## config.mk

```make
export PLATFORM = sky130hd
export DESIGN_NAME = pswd_top
export DESIGN_NICKNAME = d
export VERILOG_FILES = /design/src/pswd_pkg.sv /design/src/pswd_por_filter.sv /design/src/pswd_wd_timer.sv /design/src/pswd_top.sv
export SDC_FILE = /design/constraint.sdc
export NUM_CORES = 1
export LEC_CHECK = 0
export BUFFER_PORTS_ARGS = -buffer_cell sky130_fd_sc_hd__buf_4
export CORE_MARGIN = 1.5
export CORE_UTILIZATION = 40
export DETAILED_ROUTE_END_ITERATION = 6
export SYNTH_ARGS = -nofsm -noshare
export SYNTH_HDL_FRONTEND = slang
export SYNTH_SLANG_ARGS = --single-unit
```

## constraint.sdc

```tcl
create_clock -name i_clk -period 11.1 [get_ports i_clk]
set_clock_uncertainty 0.15 [all_clocks]
set_input_delay 0.555 -clock i_clk [delete_from_list [all_inputs] [get_ports i_clk]]
set_output_delay 0.555 -clock i_clk [all_outputs]
set_load 0.01 [all_outputs]
```

## src/pswd_pkg.sv

```systemverilog
// Shared constants for the power-state, self-test and supervision timer block.
// Assumes a 250 MHz core clock and a register write port decoded upstream.
package pswd_pkg;
  // ==========================================================
  // Clock and time base
  localparam int unsigned CLK_HZ = 250_000_000;
  localparam int unsigned TICK_MS = 1;
  localparam int unsigned TICK_CYC = CLK_HZ / 1000 * TICK_MS;
  localparam int unsigned POR_FILT_NS = 1000;
  localparam int unsigned POR_FILT_CYC = (POR_FILT_NS + 3) / 4;
  localparam int unsigned RST_PULSE_US = 10;
  localparam int unsigned RST_PULSE_CYC = RST_PULSE_US * 1000 / 4;
  // ==========================================================
  // Register addresses (local write/read port)
  localparam logic [2:0] ADDR_CTRL1 = 3'h0;
  localparam logic [2:0] ADDR_WD_CFG = 3'h1;
  localparam logic [2:0] ADDR_WD_CTL = 3'h2;
  localparam logic [2:0] ADDR_STAT = 3'h3;
  // ==========================================================
  // Field positions
  localparam int CTRL1_HOLD_BIT = 0;
  localparam int CTRL1_PROT_EN_BIT = 1;
  localparam int CTRL1_SELFTEST_BIT = 6;
  localparam int WD_EN_BIT = 7;
  localparam int WD_X1S_BIT = 6;
  localparam int WD_X100_BIT = 5;
  localparam int WD_X10_BIT = 4;
  localparam int WD_REFRESH_BIT = 7;
  // ==========================================================
  // Reset values
  localparam logic [7:0] CTRL1_RST = 8'h02;
  localparam logic [7:0] WD_CFG_RST = 8'hca;
  localparam logic [7:0] WD_CTL_RST = 8'h00;
  localparam logic [7:0] STAT_RST = 8'h00;
  // ==========================================================
  // Operating states, Gray along sleep -> normal -> shutdown
  typedef enum logic [1:0] {
    PS_SLEEP = 2'b00,
    PS_NORMAL = 2'b01,
    PS_PREP_SHDN = 2'b11
  } pswd_state_t;
endpackage

```

## src/pswd_por_filter.sv

```systemverilog
// Key switch filter: a level must hold for a set time before it is passed.
// Assumes the key switch input is synchronous to i_clk.
`timescale 1ns/10ps
module pswd_por_filter
  import pswd_pkg::*;
(
  // Clock and reset
  input wire logic i_clk,
  input wire logic i_rst,
  // Raw and filtered key level
  input wire logic i_key,
  output logic o_key_filt
);
  // ==========================================================
  // Stability counter
  logic [15:0] cnt_r, cnt_nxt;
  logic filt_r, filt_nxt;

  always_comb begin
    cnt_nxt = 16'h0000;
    filt_nxt = filt_r;
    if (i_key != filt_r) begin
      // Short transients restart the count and never reach the output
      if (cnt_r == 16'(POR_FILT_CYC - 1)) begin
        filt_nxt = i_key;
      end else begin
        cnt_nxt = cnt_r + 16'h0001;
      end
    end
  end

  always_ff @(posedge i_clk) begin
    if (i_rst) begin
      cnt_r <= 16'h0000;
      filt_r <= 1'b0;
    end else begin
      cnt_r <= cnt_nxt;
      filt_r <= filt_nxt;
    end
  end

  assign o_key_filt = filt_r;
endmodule

```

## src/pswd_wd_timer.sv

```systemverilog
// Supervision timer: counts 1 ms ticks down from a decoded interval.
// Assumes the load strobe is a one-cycle pulse from the register block.
`timescale 1ns/10ps
module pswd_wd_timer
  import pswd_pkg::*;
(
  // Clock and reset
  input wire logic i_clk,
  input wire logic i_rst,
  // Control
  input wire logic i_enable,
  input wire logic i_load,
  input wire logic [6:0] i_interval,
  // Timeout event
  output logic o_expire
);
  // ==========================================================
  // Interval decode: count 1..10 times unit in ms
  logic [3:0] count;
  logic [13:0] ms;
  always_comb begin
    if (i_interval[3:0] == 4'h0) begin
      count = 4'h1;
    end else if (i_interval[3:0] > 4'ha) begin
      count = 4'ha;
    end else begin
      count = i_interval[3:0];
    end
    if (i_interval[WD_X1S_BIT]) begin
      ms = 14'(count) * 14'h03e8;
    end else if (i_interval[WD_X100_BIT]) begin
      ms = 14'(count) * 14'h0064;
    end else if (i_interval[WD_X10_BIT]) begin
      ms = 14'(count) * 14'h000a;
    end else begin
      ms = 14'(count);
    end
  end

  // ==========================================================
  // Tick prescaler and millisecond counter
  logic [17:0] pre_r, pre_nxt;
  logic [13:0] ms_r, ms_nxt;
  logic exp_r, exp_nxt;

  always_comb begin
    pre_nxt = pre_r;
    ms_nxt = ms_r;
    exp_nxt = 1'b0;
    if (i_load) begin
      pre_nxt = 18'h00000;
      ms_nxt = ms;
    end else if (!i_enable) begin
      pre_nxt = 18'h00000;
    end else if (pre_r == 18'(TICK_CYC - 1)) begin
      pre_nxt = 18'h00000;
      if (ms_r <= 14'h0001) begin
        exp_nxt = 1'b1;
        ms_nxt = ms;
      end else begin
        ms_nxt = ms_r - 14'h0001;
      end
    end else begin
      pre_nxt = pre_r + 18'h00001;
    end
  end

  always_ff @(posedge i_clk) begin
    if (i_rst) begin
      pre_r <= 18'h00000;
      ms_r <= 14'h2710;
      exp_r <= 1'b0;
    end else begin
      pre_r <= pre_nxt;
      ms_r <= ms_nxt;
      exp_r <= exp_nxt;
    end
  end

  assign o_expire = exp_r;
endmodule

```

## src/pswd_top.sv

```systemverilog
// Power-state control, self-test status access and supervision timer.
// Assumes a decoded byte-wide register port from the serial interface.
// Internal soft resets reuse the flip-flop reset values.
`timescale 1ns/10ps
module pswd_top
  import pswd_pkg::*;
(
  // Clock and reset
  input wire logic i_clk,
  input wire logic i_rst,
  // Pins
  input wire logic i_key_switch_input,
  input wire logic i_supply_ok,
  input wire logic [7:0] i_fault_set,
  // Register port
  input wire logic i_wr,
  input wire logic [2:0] i_addr,
  input wire logic [7:0] i_wdata,
  output logic [7:0] o_rdata,
  // Power control
  output logic o_battery_switch_output,
  output logic o_supplies_on,
  output logic o_outputs_enable,
  output logic o_protected_sensor_supply,
  output pswd_pkg::pswd_state_t o_state,
  // MCU reset, open drain: drive low when oe low
  output logic o_mcu_reset_output_out,
  output logic o_mcu_reset_output_oe_n
);
  import pswd_pkg::*;

  // ==========================================================
  // Key filter and power-on reset generation
  logic key_filt;
  logic key_q_r, key_q_nxt;
  logic por_pulse;

  // Filtering before edge detection keeps glitches off the reset
  pswd_por_filter u_filt (
    .i_clk(i_clk),
    .i_rst(i_rst),
    .i_key(i_key_switch_input),
    .o_key_filt(key_filt)
  );

  // Previous filtered level, for the rising-edge detect
  always_comb begin
    key_q_nxt = key_filt;
  end

  // Filtered rise with supply present reinitialises the block
  assign por_pulse = key_filt && !key_q_r && i_supply_ok;

  // ==========================================================
  // Registers
  logic [7:0] ctrl1_r, ctrl1_nxt;
  logic [7:0] wd_cfg_r, wd_cfg_nxt;
  logic [7:0] wd_ctl_r, wd_ctl_nxt;
  logic [7:0] stat_r, stat_nxt;
  // Timer hooks
  logic wd_expire;
  logic wd_load;
  logic [6:0] wd_interval;
  logic soft_rst;
  logic selftest;
  logic wr_ctrl1, wr_cfg, wr_ctl, wr_stat;

  // ==========================================================
  // Write decode
  // Unused addresses are ignored on write and read back zero
  assign wr_ctrl1 = i_wr && (i_addr == ADDR_CTRL1);
  assign wr_cfg = i_wr && (i_addr == ADDR_WD_CFG);
  assign wr_ctl = i_wr && (i_addr == ADDR_WD_CTL);
  assign wr_stat = i_wr && (i_addr == ADDR_STAT);
  assign soft_rst = por_pulse || wd_expire;
  assign selftest = ctrl1_r[CTRL1_SELFTEST_BIT];

  // ==========================================================
  // Refresh and interval select
  assign wd_load = wr_ctl && i_wdata[WD_REFRESH_BIT];

  // One-shot value in the write, else one stored earlier, else config
  always_comb begin
    if (i_wdata[6:0] != 7'h00) begin
      wd_interval = i_wdata[6:0];
    end else if (wd_ctl_r[6:0] != 7'h00) begin
      wd_interval = wd_ctl_r[6:0];
    end else begin
      wd_interval = wd_cfg_r[6:0];
    end
  end

  // ==========================================================
  // Register next values
  always_comb begin
    ctrl1_nxt = ctrl1_r;
    wd_cfg_nxt = wd_cfg_r;
    wd_ctl_nxt = wd_ctl_r;
    stat_nxt = stat_r;
    if (wr_ctrl1) begin
      ctrl1_nxt = i_wdata;
    end
    if (wr_cfg) begin
      wd_cfg_nxt = i_wdata;
    end
    if (wr_ctl) begin
      // Writes without refresh keep a one-shot value for later
      wd_ctl_nxt = i_wdata;
    end
    if (wd_load) begin
      wd_ctl_nxt = WD_CTL_RST;
    end
    if (selftest) begin
      // Self-test isolates status from the fault inputs
      if (wr_stat) begin
        stat_nxt = i_wdata;
      end
    end else begin
      if (wr_stat) begin
        stat_nxt = stat_r & i_wdata;
      end
      // Fault set beats a host clear in the same cycle
      stat_nxt = stat_nxt | i_fault_set;
    end
    // Leaving self-test wipes whatever patterns the host left
    if (wr_ctrl1 && selftest && !i_wdata[CTRL1_SELFTEST_BIT]) begin
      stat_nxt = STAT_RST;
    end
    if (soft_rst) begin
      // Timer reset also drops self-test, guarding hung test loops
      ctrl1_nxt = CTRL1_RST;
      wd_cfg_nxt = WD_CFG_RST;
      wd_ctl_nxt = WD_CTL_RST;
      stat_nxt = STAT_RST;
    end
  end

  // Same defaults as the internal soft reset
  always_ff @(posedge i_clk) begin
    if (i_rst) begin
      key_q_r <= 1'b0;
      ctrl1_r <= CTRL1_RST;
      wd_cfg_r <= WD_CFG_RST;
      wd_ctl_r <= WD_CTL_RST;
      stat_r <= STAT_RST;
    end else begin
      key_q_r <= key_q_nxt;
      ctrl1_r <= ctrl1_nxt;
      wd_cfg_r <= wd_cfg_nxt;
      wd_ctl_r <= wd_ctl_nxt;
      stat_r <= stat_nxt;
    end
  end

  // ==========================================================
  // Supervision timer
  // Any soft reset restarts the timer at the default interval
  pswd_wd_timer u_wd (
    .i_clk(i_clk),
    .i_rst(i_rst || soft_rst),
    .i_enable(wd_cfg_r[WD_EN_BIT]),
    .i_load(wd_load),
    .i_interval(wd_interval),
    .o_expire(wd_expire)
  );

  // ==========================================================
  // Reset pulse stretcher
  // Counter and pin enable share one register group
  logic [11:0] rp_cnt_r, rp_cnt_nxt;
  logic rst_oe_n_r, rst_oe_n_nxt;
  always_comb begin
    rp_cnt_nxt = rp_cnt_r;
    // Soft resets restart a pulse already running
    if (soft_rst) begin
      rp_cnt_nxt = 12'(RST_PULSE_CYC);
    end else if (rp_cnt_r != 12'h000) begin
      rp_cnt_nxt = rp_cnt_r - 12'h001;
    end
    // Pin released only once the count has run out
    rst_oe_n_nxt = (rp_cnt_nxt == 12'h000);
  end

  always_ff @(posedge i_clk) begin
    if (i_rst) begin
      rp_cnt_r <= 12'(RST_PULSE_CYC);
      rst_oe_n_r <= 1'b0;
    end else begin
      rp_cnt_r <= rp_cnt_nxt;
      rst_oe_n_r <= rst_oe_n_nxt;
    end
  end

  // Open drain: the data side is always low
  assign o_mcu_reset_output_out = 1'b0;
  assign o_mcu_reset_output_oe_n = rst_oe_n_r;

  // ==========================================================
  // Operating state
  // Hold bit keeps the rails up after the key drops
  pswd_state_t st_r, st_nxt;
  always_comb begin
    case ({key_filt, ctrl1_r[CTRL1_HOLD_BIT]})
      2'b00: st_nxt = PS_SLEEP;
      2'b01: st_nxt = PS_PREP_SHDN;
      2'b10: st_nxt = PS_NORMAL;
      2'b11: st_nxt = PS_NORMAL;
      default: st_nxt = PS_SLEEP;
    endcase
  end

  // Outputs below follow the same next state, so they never lag it
  always_ff @(posedge i_clk) begin
    if (i_rst) begin
      st_r <= PS_SLEEP;
    end else begin
      st_r <= st_nxt;
    end
  end

  // ==========================================================
  // Output stage
  logic bat_r, sup_r, out_r, prot_r;
  logic bat_nxt, sup_nxt, out_nxt, prot_nxt;
  always_comb begin
    bat_nxt = (st_nxt == PS_NORMAL);
    sup_nxt = (st_nxt != PS_SLEEP);
    // Outputs stay off in sleep and while the MCU is held in reset
    out_nxt = (st_nxt == PS_NORMAL) && (rp_cnt_nxt == 12'h000);
    // Sensor supply needs the rails up and its enable bit
    prot_nxt = sup_nxt && ctrl1_nxt[CTRL1_PROT_EN_BIT];
  end

  always_ff @(posedge i_clk) begin
    if (i_rst) begin
      bat_r <= 1'b0;
      sup_r <= 1'b0;
      out_r <= 1'b0;
      prot_r <= 1'b0;
    end else begin
      bat_r <= bat_nxt;
      sup_r <= sup_nxt;
      out_r <= out_nxt;
      prot_r <= prot_nxt;
    end
  end

  assign o_battery_switch_output = bat_r;
  assign o_supplies_on = sup_r;
  assign o_outputs_enable = out_r;
  assign o_protected_sensor_supply = prot_r;
  assign o_state = st_r;

  // ==========================================================
  // Read-back mux
  // Reads have no side effects on any register
  // Registered so read data stands for a full cycle
  logic [7:0] rdata_r, rdata_nxt;
  always_comb begin
    case (i_addr)
      ADDR_CTRL1: rdata_nxt = ctrl1_r;
      ADDR_WD_CFG: rdata_nxt = wd_cfg_r;
      ADDR_WD_CTL: rdata_nxt = wd_ctl_r;
      ADDR_STAT: rdata_nxt = stat_r;
      default: rdata_nxt = 8'h00;
    endcase
  end

  always_ff @(posedge i_clk) begin
    if (i_rst) begin
      rdata_r <= 8'h00;
    end else begin
      rdata_r <= rdata_nxt;
    end
  end

  assign o_rdata = rdata_r;
endmodule

```

Word-level counts from Yosys, hierarchy flattened
Index checks and enable logic that the tools add are counted.

cells by class
  add/sub/neg operators = 4
  multipliers = 3
  $lt $le $gt $ge = 2
  equal/unequal tests = 11
  muxes and demuxes = 22
  bitwise operators = 5
  reduce and logical (&&, ||, !) cells = 34

operator list
  cell                                                   number
  2-to-1 mux 14 bit                                      6
  2-to-1 mux 8 bit                                       5
  one-hot mux 8 bit (4 select lines)                     1
  2-to-1 mux 12 bit                                      2
  adder 18 x 1 -> 18 bit (second input constant)         1
  == test 18 bit (second input constant)                 1
  adder 16 x 1 -> 16 bit (second input constant)         1
  == test 16 x 8 -> 1 bit (second input constant)        1
  <= comparator 14 x 1 -> 1 bit (second input constant)  1
  2-to-1 mux 7 bit                                       2
  nonzero test 7 bit                                     2
  subtractor 14 x 1 -> 14 bit (second input constant)    1
  logical NOT 12 bit                                     1
  nonzero test 12 bit                                    1
  subtractor 12 x 1 -> 12 bit (second input constant)    1
  logical AND 1 bit                                      11
  multiplier 4 x 7 -> 11 bit (second input constant)     1
  multiplier 4 x 5 -> 9 bit (second input constant)      1
  OR reduction 3 bit                                     3
  bitwise AND 8 bit                                      1
  2-to-1 mux 4 bit                                       2
  OR 8 bit                                               1
  OR reduction 4 bit                                     2
  multiplier 4 x 3 -> 7 bit (second input constant)      1
  19 further kinds                                       31

word-level totals
  bits in registers = 110
  output and inout bits = 16

Longest topological paths before layout
Gate-level depths: netlist of run 1.

  depth after elaboration = 14
  mapped depth = 20

Hierarchy
From an unflattened synthesis of run 1, not the netlist that was laid out.

unflattened totals
  cells, all modules = 764
  area, all modules = 6,312.3 um^2

by module, submodules not included
  module           times used  cells each  area each (um^2)  sequential area each (um^2)
  pswd_wd_timer    1           356         2,830.2           660.6
  pswd_top         1           323         2,718.9           1,201.2
  pswd_por_filter  1           85          763.2             340.3

Least setup slack after synthesis of run 1
OpenSTA, ideal clock, no wires.

  kind = input-to-reg
  from = input i_wdata[2]
  to = register u_wd.ms_r[12]
  setup time = 0.070 ns
  arrival = 4.079 ns
  data required time = 10.880 ns
  path slack = 6.801 ns
  stages = 19
  cell sequence = clkbuf_2 nor3_1 and2_1 buf_6 o2bb2ai_4 inv_2 a21oi_2 inv_1 ha_1 inv_1 fa_1 fa_1 nand2b_1 a211oi_1 nor2_1 a2111oi_2 nor4_1 nand3b_1 a21oi_1

between the ends
  longest elaborated chain between the ends = 11
  elaborated cells on any way between the ends = 12

ends and longest elaborated chain
  what                        line                 text
  start, declared             pswd_top.sv:18       input wire logic [7:0] i_wdata,
  nonzero test 7 bit          pswd_top.sv:84       if (i_wdata[6:0] != 7'h00) begin
  2-to-1 mux 7 bit *          pswd_top.sv:84
  > comparator 4 bit          pswd_wd_timer.sv:24  end else if (i_interval[3:0] > 4'ha) begin
  2-to-1 mux 4 bit            pswd_wd_timer.sv:24
  2-to-1 mux 4 bit            pswd_wd_timer.sv:22  if (i_interval[3:0] == 4'h0) begin
  multiplier 4 x 7 -> 11 bit  pswd_wd_timer.sv:30  ms = 14'(count) * 14'h03e8;
  2-to-1 mux 14 bit *         pswd_wd_timer.sv:29  if (i_interval[WD_X1S_BIT]) begin
  2-to-1 mux 14 bit           pswd_wd_timer.sv:57  if (ms_r <= 14'h0001) begin
  2-to-1 mux 14 bit           pswd_wd_timer.sv:55  end else if (pre_r == 18'(TICK_CYC - 1)) begin
  2-to-1 mux 14 bit           pswd_wd_timer.sv:53  end else if (!i_enable) begin
  2-to-1 mux 14 bit *         pswd_wd_timer.sv:50  if (i_load) begin
  end signal, assigned        pswd_wd_timer.sv:75  ms_r <= ms_nxt;
  end, declared               pswd_wd_timer.sv:43  logic [13:0] ms_r, ms_nxt;

Mark *: on every way between the ends. The rest lies on a longest branch, timed or not. The select of a mux whose other input is x is not followed.
A chain may end at the register's enable or synchronous reset.

Final worst setup path of run 1
  from = register wd_ctl_r[3]
  to = register u_wd.ms_r[12]

between the ends
  longest elaborated chain between the ends = 12
  elaborated cells on any way between the ends = 13

ends and longest elaborated chain
  what                        line                 text
  start, declared             pswd_top.sv:58       logic [7:0] wd_ctl_r, wd_ctl_nxt;
  start signal, assigned      pswd_top.sv:150      wd_ctl_r <= wd_ctl_nxt;
  nonzero test 7 bit          pswd_top.sv:86       end else if (wd_ctl_r[6:0] != 7'h00) begin
  2-to-1 mux 7 bit *          pswd_top.sv:86
  2-to-1 mux 7 bit *          pswd_top.sv:84
  > comparator 4 bit          pswd_wd_timer.sv:24
  2-to-1 mux 4 bit            pswd_wd_timer.sv:24
  2-to-1 mux 4 bit            pswd_wd_timer.sv:22
  multiplier 4 x 7 -> 11 bit  pswd_wd_timer.sv:30
  2-to-1 mux 14 bit *         pswd_wd_timer.sv:29
  2-to-1 mux 14 bit           pswd_wd_timer.sv:57
  2-to-1 mux 14 bit           pswd_wd_timer.sv:55
  2-to-1 mux 14 bit           pswd_wd_timer.sv:53
  2-to-1 mux 14 bit *         pswd_wd_timer.sv:50

Marks and branches as above.

==> results of run 1 <==
[report_power, final]
group          switching (W)  internal (W)  total [W]
registers          0.0000108      0.000405   0.000416
clock network       0.000156      0.000186   0.000342
logic              0.0000885     0.0000612   0.000150
[per-stage QoR]
stage               cells  instance area (µm²)  utilization, %  hold slack (ns)  worst slack [ns]
finish                986                 7020            45.9            0.297              6.57
global route          986                 7020            45.9            0.333              6.23
detailed placement    970                 6710            43.8            0.295              6.41
CTS                   986                 7020            45.9            0.284              6.60
global placement      970                 6710            43.8            0.279              6.49
floorplan             755                 6310               -            0.268              6.80
[sequential cells by signal, summed over array words and instances (netlist names)]
register                   cells
ctrl1_r                        8
key_q_r                        1
o_battery_switch_output        1
o_mcu_reset_output_oe_n        1
o_outputs_enable               1
o_protected_sensor_supply      1
o_rdata                        8
o_state                        2
o_supplies_on                  1
rp_cnt_r                      12
stat_r                         8
u_filt.cnt_r                  16
u_filt.o_key_filt              1
u_wd.ms_r                     14
u_wd.o_expire                  1
u_wd.pre_r                    18
wd_cfg_r                       8
wd_ctl_r                       8
[per-layer routing]
layer	share of wire, %	vias to the layer above	track usage [%]
met1	45	2563	24.6
met4	2.2	0	7.20
li1	-	2695	-
met3	4.8	20	3.20
met2	48	133	33.3
met5	0	-	0
[final cells by class]
cell class                      count  area (µm²)  area share [%]
Timing Repair Buffer               41         308            4.38
Multi-Input combinational cell    570        3790            54.0
Sequential cell                   110        2200            31.4
Inverter                           38         143            2.03
Clock buffer                       10         239            3.40
Clock inverter                      6        75.1            1.07
Tap cell                          211         264            3.76
[worst max path at each step]
stage | start | to | slack, ns | cells past startpoint
6_report | wd_ctl_r[3] | u_wd.ms_r[12] | 6.57 | 16
5_1_grt | wd_ctl_r[3] | u_wd.ms_r[12] | 6.23 | 17
4_1_cts | wd_ctl_r[3] | u_wd.ms_r[12] | 6.60 | 16
3_5_place_dp | i_wdata[4] | u_wd.ms_r[12] | 6.41 | 17
3_3_place_gp | i_wdata[4] | u_wd.ms_r[12] | 6.49 | 16
2_1_floorplan | i_wdata[2] | u_wd.ms_r[12] | 6.80 | 19
[cell families after synthesis]
group,count (synthesis),synth area share [%]
buffers and inverters,75,5.02
AO/OA/AOI/OAI,162,18.2
other,1,0.0594
flip-flops,110,34.9
multiplexers,14,2.44
adder cells (fa/ha/maj),36,7.95
AND/OR/NAND/NOR,307,24.5
XOR/XNOR,50,6.94
[layout by cell type (no fill, tap or decap), drive strengths merged, types with 26 or more instances in the layout]
cell type / Yosys / routed
a21oi: 55 / 55
buf: 14 / 41
dfxtp: 110 / 110
ha: 28 / 28
inv: 37 / 41
nand2: 82 / 82
nand3: 29 / 29
nor2: 90 / 90
o21ai: 28 / 28
xnor2: 26 / 26
[critical path, cell delays in order, from the launching register on]
cell	delay, ns
dfxtp_1	0.36
nor4_4	0.48
nand4_1	0.24
o2bb2ai_4	0.25
inv_2	0.16
nor2_1	0.12
ha_1	0.34
inv_1	0.13
fa_1	0.48
fa_1	0.48
nand2b_1	0.18
a211oi_1	0.21
nor2_1	0.10
a2111oi_2	0.36
nor4_1	0.09
nand3b_1	0.17
a21oi_1	0.17
==> results.sh, run 1 <==
export IMPL_min_from="i_key_switch_input"
export IMPL_final_layout_size_suffix_gt1_share_pct=11.5
export IMPL_ios=40
export IMPL_post_cts_resized=0
export IMPL_yosys_top_cells_area="dfxtp_1 (35%), ha_1 (5.6%), nor2_1 (5.2%), nand2_1 (4.9%), a21oi_1 (4.2%)"
export IMPL_rsz0062_at_grt="no"
export IMPL_synthesis_area_um2=6310
export IMPL_outcome="complete, no violations"
export IMPL_diodes=0
export IMPL_post_drt_via_cell_ratio=5.49
export IMPL_core_um2=15300
export IMPL_worstPathRequired_ns=11.23
export IMPL_htree_levels=3
export IMPL_min_period_over_period_pct=40.8
export IMPL_synth_flop_cell="dfxtp_1"
export IMPL_clkTransAtPathRegs_ns=0.08
export IMPL_fmax_mhz=221
export IMPL_synth_edf_count=0
export IMPL_fp_dieW_um=129
export IMPL_synth_most_common_cell="dfxtp_1"
export IMPL_cp_arrival_ns=4.66
export IMPL_cts_tree="yes"
export IMPL_die_h_um=129
export IMPL_r2r_cells=16
export IMPL_fillers=1546
export IMPL_tightest_slew_ns=0.962
export IMPL_grt_max_degree=36
export IMPL_dp_hpwl_mm=11.2
export IMPL_hold_depth=3
export IMPL_synth_avg_cell_area_um2=8.36
export IMPL_areaGrowthSynthToFinish_pct=11.3
export IMPL_tns_ns=0
export IMPL_io_buffers=38
export IMPL_wire_per_inst_um=15.4
export IMPL_clockBufferDepth=2
export IMPL_holdPathEnd="u_filt.o_key_filt"
export IMPL_yosysSeqAreaShare_pct=34.9
export IMPL_start_util_pct=41.2
export IMPL_yosys_cell_types_count=85
export IMPL_antenna_found_initial=0
export IMPL_ys_ff_latch=110
export IMPL_nets=829
export IMPL_synth_warnings=0
export IMPL_post_synth_top_area_cell="dfxtp_1"
export IMPL_irDropWorstVdd_mv=0.0790
export IMPL_r2r_start="wd_ctl_r[3]"
export IMPL_criticalPathCategory="flop to flop"
export IMPL_drv_slew=0
export IMPL_synth_commonest_cells="dfxtp_1 (110), nor2_1 (88), nand2_1 (82), a21oi_1 (53), inv_1 (36)"
export IMPL_async_flop_share_pct=0
export IMPL_cts_sinks=110
export IMPL_drc=0
export IMPL_cp_start_kind="flop"
export IMPL_firstDrtPassIters=5
export IMPL_ctsHoldBuffers=0
export IMPL_p_leak_nw=2.71
export IMPL_r2r_setup_slack_ns=6.57
export IMPL_finalHoldViolCount=0
export IMPL_powerDensity_nw_per_um2=129
export IMPL_overflow=0
export IMPL_grt_pass1_wl_mm=25.5
export IMPL_ant_nets=0
export IMPL_postCtsSetupRepairBufs=0
export IMPL_grt_pass1_vias=5202
export IMPL_drtIter0Drc=499
export IMPL_cp_max_fo=10
export IMPL_root_buffer="clkbuf_16"
export IMPL_hp_class="input port to flop"
export IMPL_r2r_end="u_wd.ms_r[12]"
export IMPL_postSynthCellCount=755
export IMPL_track_usage_pct=19.4
export IMPL_cts_buffers_inserted=9
export IMPL_syn_num_nets=814
export IMPL_wl_mm=15.2
export IMPL_vias=5411
export IMPL_post_layout_total_power_w=0.000907
export IMPL_clk_latency_ns=0.36
export IMPL_setup_viol=0
export IMPL_min_period_ns=4.53
export IMPL_dieArea_um2=16500
export IMPL_cap_violations=0
export IMPL_endpoint_kind="flop"
export IMPL_max_slew_margin_rel_pct=35.3
export IMPL_gp_congestion=0.863
export IMPL_synth_top_area_share_pct=34.9
export IMPL_fp_row_count=45
Note: power is estimated with default switching activity, not from simulation.
==> run 2: changes to the inputs <==
==> constraint.sdc (replaced) <==
create_clock -name i_clk -period 3.95 [get_ports i_clk]
set_clock_uncertainty 0.15 [all_clocks]
set_input_delay 0.1975 -clock i_clk [delete_from_list [all_inputs] [get_ports i_clk]]
set_output_delay 0.1975 -clock i_clk [all_outputs]
set_load 0.01 [all_outputs]
==> run 2 against run 1 <==
  * Cell count increased by 4.2%
  * Register-to-register slack got worse by 6.4 ns
  * Worst setup slack got worse by 6.4 ns
==> results.sh, run 2 (same netlist as run 1, synthesis figures left out) <==
export IMPL_cts_tree="yes"
export IMPL_fp_dieW_um=129
export IMPL_p_leak_nw=2.92
export IMPL_gr_usage_met2_pct=33.1
export IMPL_post_drt_via_cell_ratio=5.33
export IMPL_worstPathCellList="nor4_4 > buf_4 > nand3_2 > a2bb2oi_4 > a21oi_2 > inv_2 > buf_4 > ha_2 > inv_2 > fa_1 > ha_4 > nor2_1 > a211oi_2 > nor2_2 > a2111oi_4 > nor4_1 > nand3b_1 > a21oi_2"
export IMPL_grt_pass1_vias=5280
export IMPL_cts_buffers_inserted=9
export IMPL_grt_use_met3_pct=3.12
export IMPL_powerDensity_nw_per_um2=359
export IMPL_final_layout_size_suffix_gt1_share_pct=16.4
export IMPL_top_regs="u_wd.pre_r: 18 flops, u_filt.cnt_r: 16 flops, u_wd.ms_r: 14 flops"
export IMPL_cap_violations=0
export IMPL_grt_pass1_wl_mm=25.9
export IMPL_clkTransAtPathRegs_ns=0.08
export IMPL_cpMaxStageDelayCell="fa_1"
export IMPL_r2r_start="wd_ctl_r[6]"
export IMPL_r2r_end="u_wd.ms_r[12]"
export IMPL_fin_ws_ns=0.211
export IMPL_track_usage_pct=19.5
export IMPL_outcome="complete, no violations"
export IMPL_grt_max_degree=30
export IMPL_irDropWorstVdd_mv=0.277
export IMPL_endpoint_kind="flop"
export IMPL_path_delay_family="adder cells"
export IMPL_busiest_layer="met2"
export IMPL_slowest_delay_ns=0.46
export IMPL_diodes=0
export IMPL_met1_usage_pct=25.5
export IMPL_cp_start_kind="flop"
export IMPL_start_util_pct=41.2
export IMPL_clockBufferDepth=2
export IMPL_min_period_over_period_pct=94.6
export IMPL_endpoint="u_wd.ms_r[12]"
export IMPL_drtIter0Drc=320
export IMPL_setup_viol=0
export IMPL_dp_hpwl_mm=11.3
export IMPL_wire_per_inst_um=15.0
export IMPL_fmax_mhz=267
export IMPL_min_period_ns=3.74
export IMPL_cts_sinks=110
export IMPL_final_area_um2=7470
export IMPL_post_layout_total_power_w=0.00268
export IMPL_clk_latency_ns=0.35
export IMPL_die_h_um=129
export IMPL_antenna_found_initial=0
export IMPL_overflow=0
export IMPL_r2r_cells=18
export IMPL_core_um2=15300
export IMPL_wl_mm=15.5
export IMPL_nets=870
export IMPL_dp_slack_ns=-0.0430
export IMPL_dieArea_um2=16500
export IMPL_tightest_slew_ns=0.940
export IMPL_criticalPathCategory="flop to flop"
export IMPL_cp_depth=18
export IMPL_fp_row_count=45
export IMPL_gp_congestion=0.901
export IMPL_mostFrequentLayoutCells="dfxtp_1 (108), nor2_1 (87), nand2_1 (82)"
export IMPL_root_buffer="clkbuf_16"
export IMPL_io_buffers=38
export IMPL_fillers=1499
export IMPL_ios=40
export IMPL_r2r_setup_slack_ns=0.21
export IMPL_areaGrowthSynthToFinish_pct=18.3
export IMPL_fin_cells=1027
export IMPL_postPlaceCellArea_um2=6930
export IMPL_firstDrtPassIters=4
export IMPL_hp_class="input port to flop"
export IMPL_dp_cells=999
export IMPL_critPathBufInv=4
export IMPL_htree_levels=3
export IMPL_max_slew_margin_rel_pct=36.8
export IMPL_worstSetupStartpoint="wd_ctl_r[6]"
export IMPL_cp_arrival_ns=3.88
export IMPL_cp_max_fo=4
export IMPL_postLayoutCoreUtil_pct=48.8
export IMPL_vias=5474
export IMPL_ant_nets=0
export IMPL_drv_slew=0
export IMPL_layout_commonest_cell="dfxtp_1"
export IMPL_worstPathRequired_ns=4.09
export IMPL_drc=0
export IMPL_largest_register="u_wd.pre_r"
export IMPL_finalHoldViolCount=0
export IMPL_largest_reg_flops=18
-- run 2: cell types whose count changed in the layout (fill, tap and decap cells not counted), moves of 2 or more --
cell / delta
a211oi_1: -2
a211oi_2: +2
a21oi_1: -2
a21oi_2: +2
buf_4: +31
dfxtp_1: -2
dfxtp_2: +2
dlygate4sd3_1: +10
ha_1: -4
ha_4: +3
inv_1: -2
-- run 2: where the power goes --
part           internal, W  switching [W]
Combinational     0.000221       0.000272
Sequential         0.00114      0.0000301
Clock             0.000586       0.000436
Total              0.00195       0.000738
-- run 2: worst min path at each step --
| stage | startpoint | to | slack, ns | cells past startpoint |
|---|---|---|---|---|
| floorplan | i_rst | o_supplies_on | 0.13 | 1 |
| global placement | u_wd.pre_r[0] | u_wd.pre_r[0] | 0.28 | 1 |
| detailed placement | ctrl1_r[4] | ctrl1_r[4] | 0.30 | 2 |
| CTS | i_wdata[3] | wd_cfg_r[3] | 0.0002 | 3 |
| global route | i_addr[2] | o_rdata[6] | 0.03 | 2 |
| finish | i_wdata[3] | wd_cfg_r[3] | 0.009 | 3 |
-- run 2: layout make-up --
cell class,count,area (µm²),share of cell area (%)
multi-input cells,570,3870,51.9
inverters,38,145,1.94
clock inverters,6,100,1.34
well taps,211,264,3.54
repair buffers,82,641,8.58
flip-flops and latches,110,2200,29.5
clock buffers,10,239,3.20
-- run 2: per-layer routing --
metal	up-vias	wire [µm]	share of wire [%]
li1	2772	-	-
met2	98	7390	48
met5	-	0	0
met4	0	258	1.7
met1	2586	7180	46
met3	18	619	4.0
-- run 2: worst reg2reg max path: stages, from the launching register on --
cell and delay [ns]:
dfxtp_1 0.34, nor4_4 0.34, buf_4 0.18, nand3_2 0.10
a2bb2oi_4 0.18, a21oi_2 0.10, inv_2 0.09, buf_4 0.12
ha_2 0.29, inv_2 0.09, fa_1 0.46, ha_4 0.31
nor2_1 0.05, a211oi_2 0.20, nor2_2 0.09, a2111oi_4 0.21
nor4_1 0.08, nand3b_1 0.18, a21oi_2 0.13
-- run 2: repair_timing --
item                                   4_1_cts  5_1_grt
setup buffers                                1        1
setup endpoints to repair                    1        5
hold buffers                                10        0
pin swaps                                    8       10
resized for setup                            8        9
endpoints found under the hold margin       12        0
-- run 2: through the flow --
stage,setup TNS (ns),hold slack [ns]
after floorplan,0,0.128
after global placement,0,0.282
after detailed placement,-0.0430,0.296
after CTS,0,0.000213
after global routing,-0.0143,0.0266
final,0,0.00924
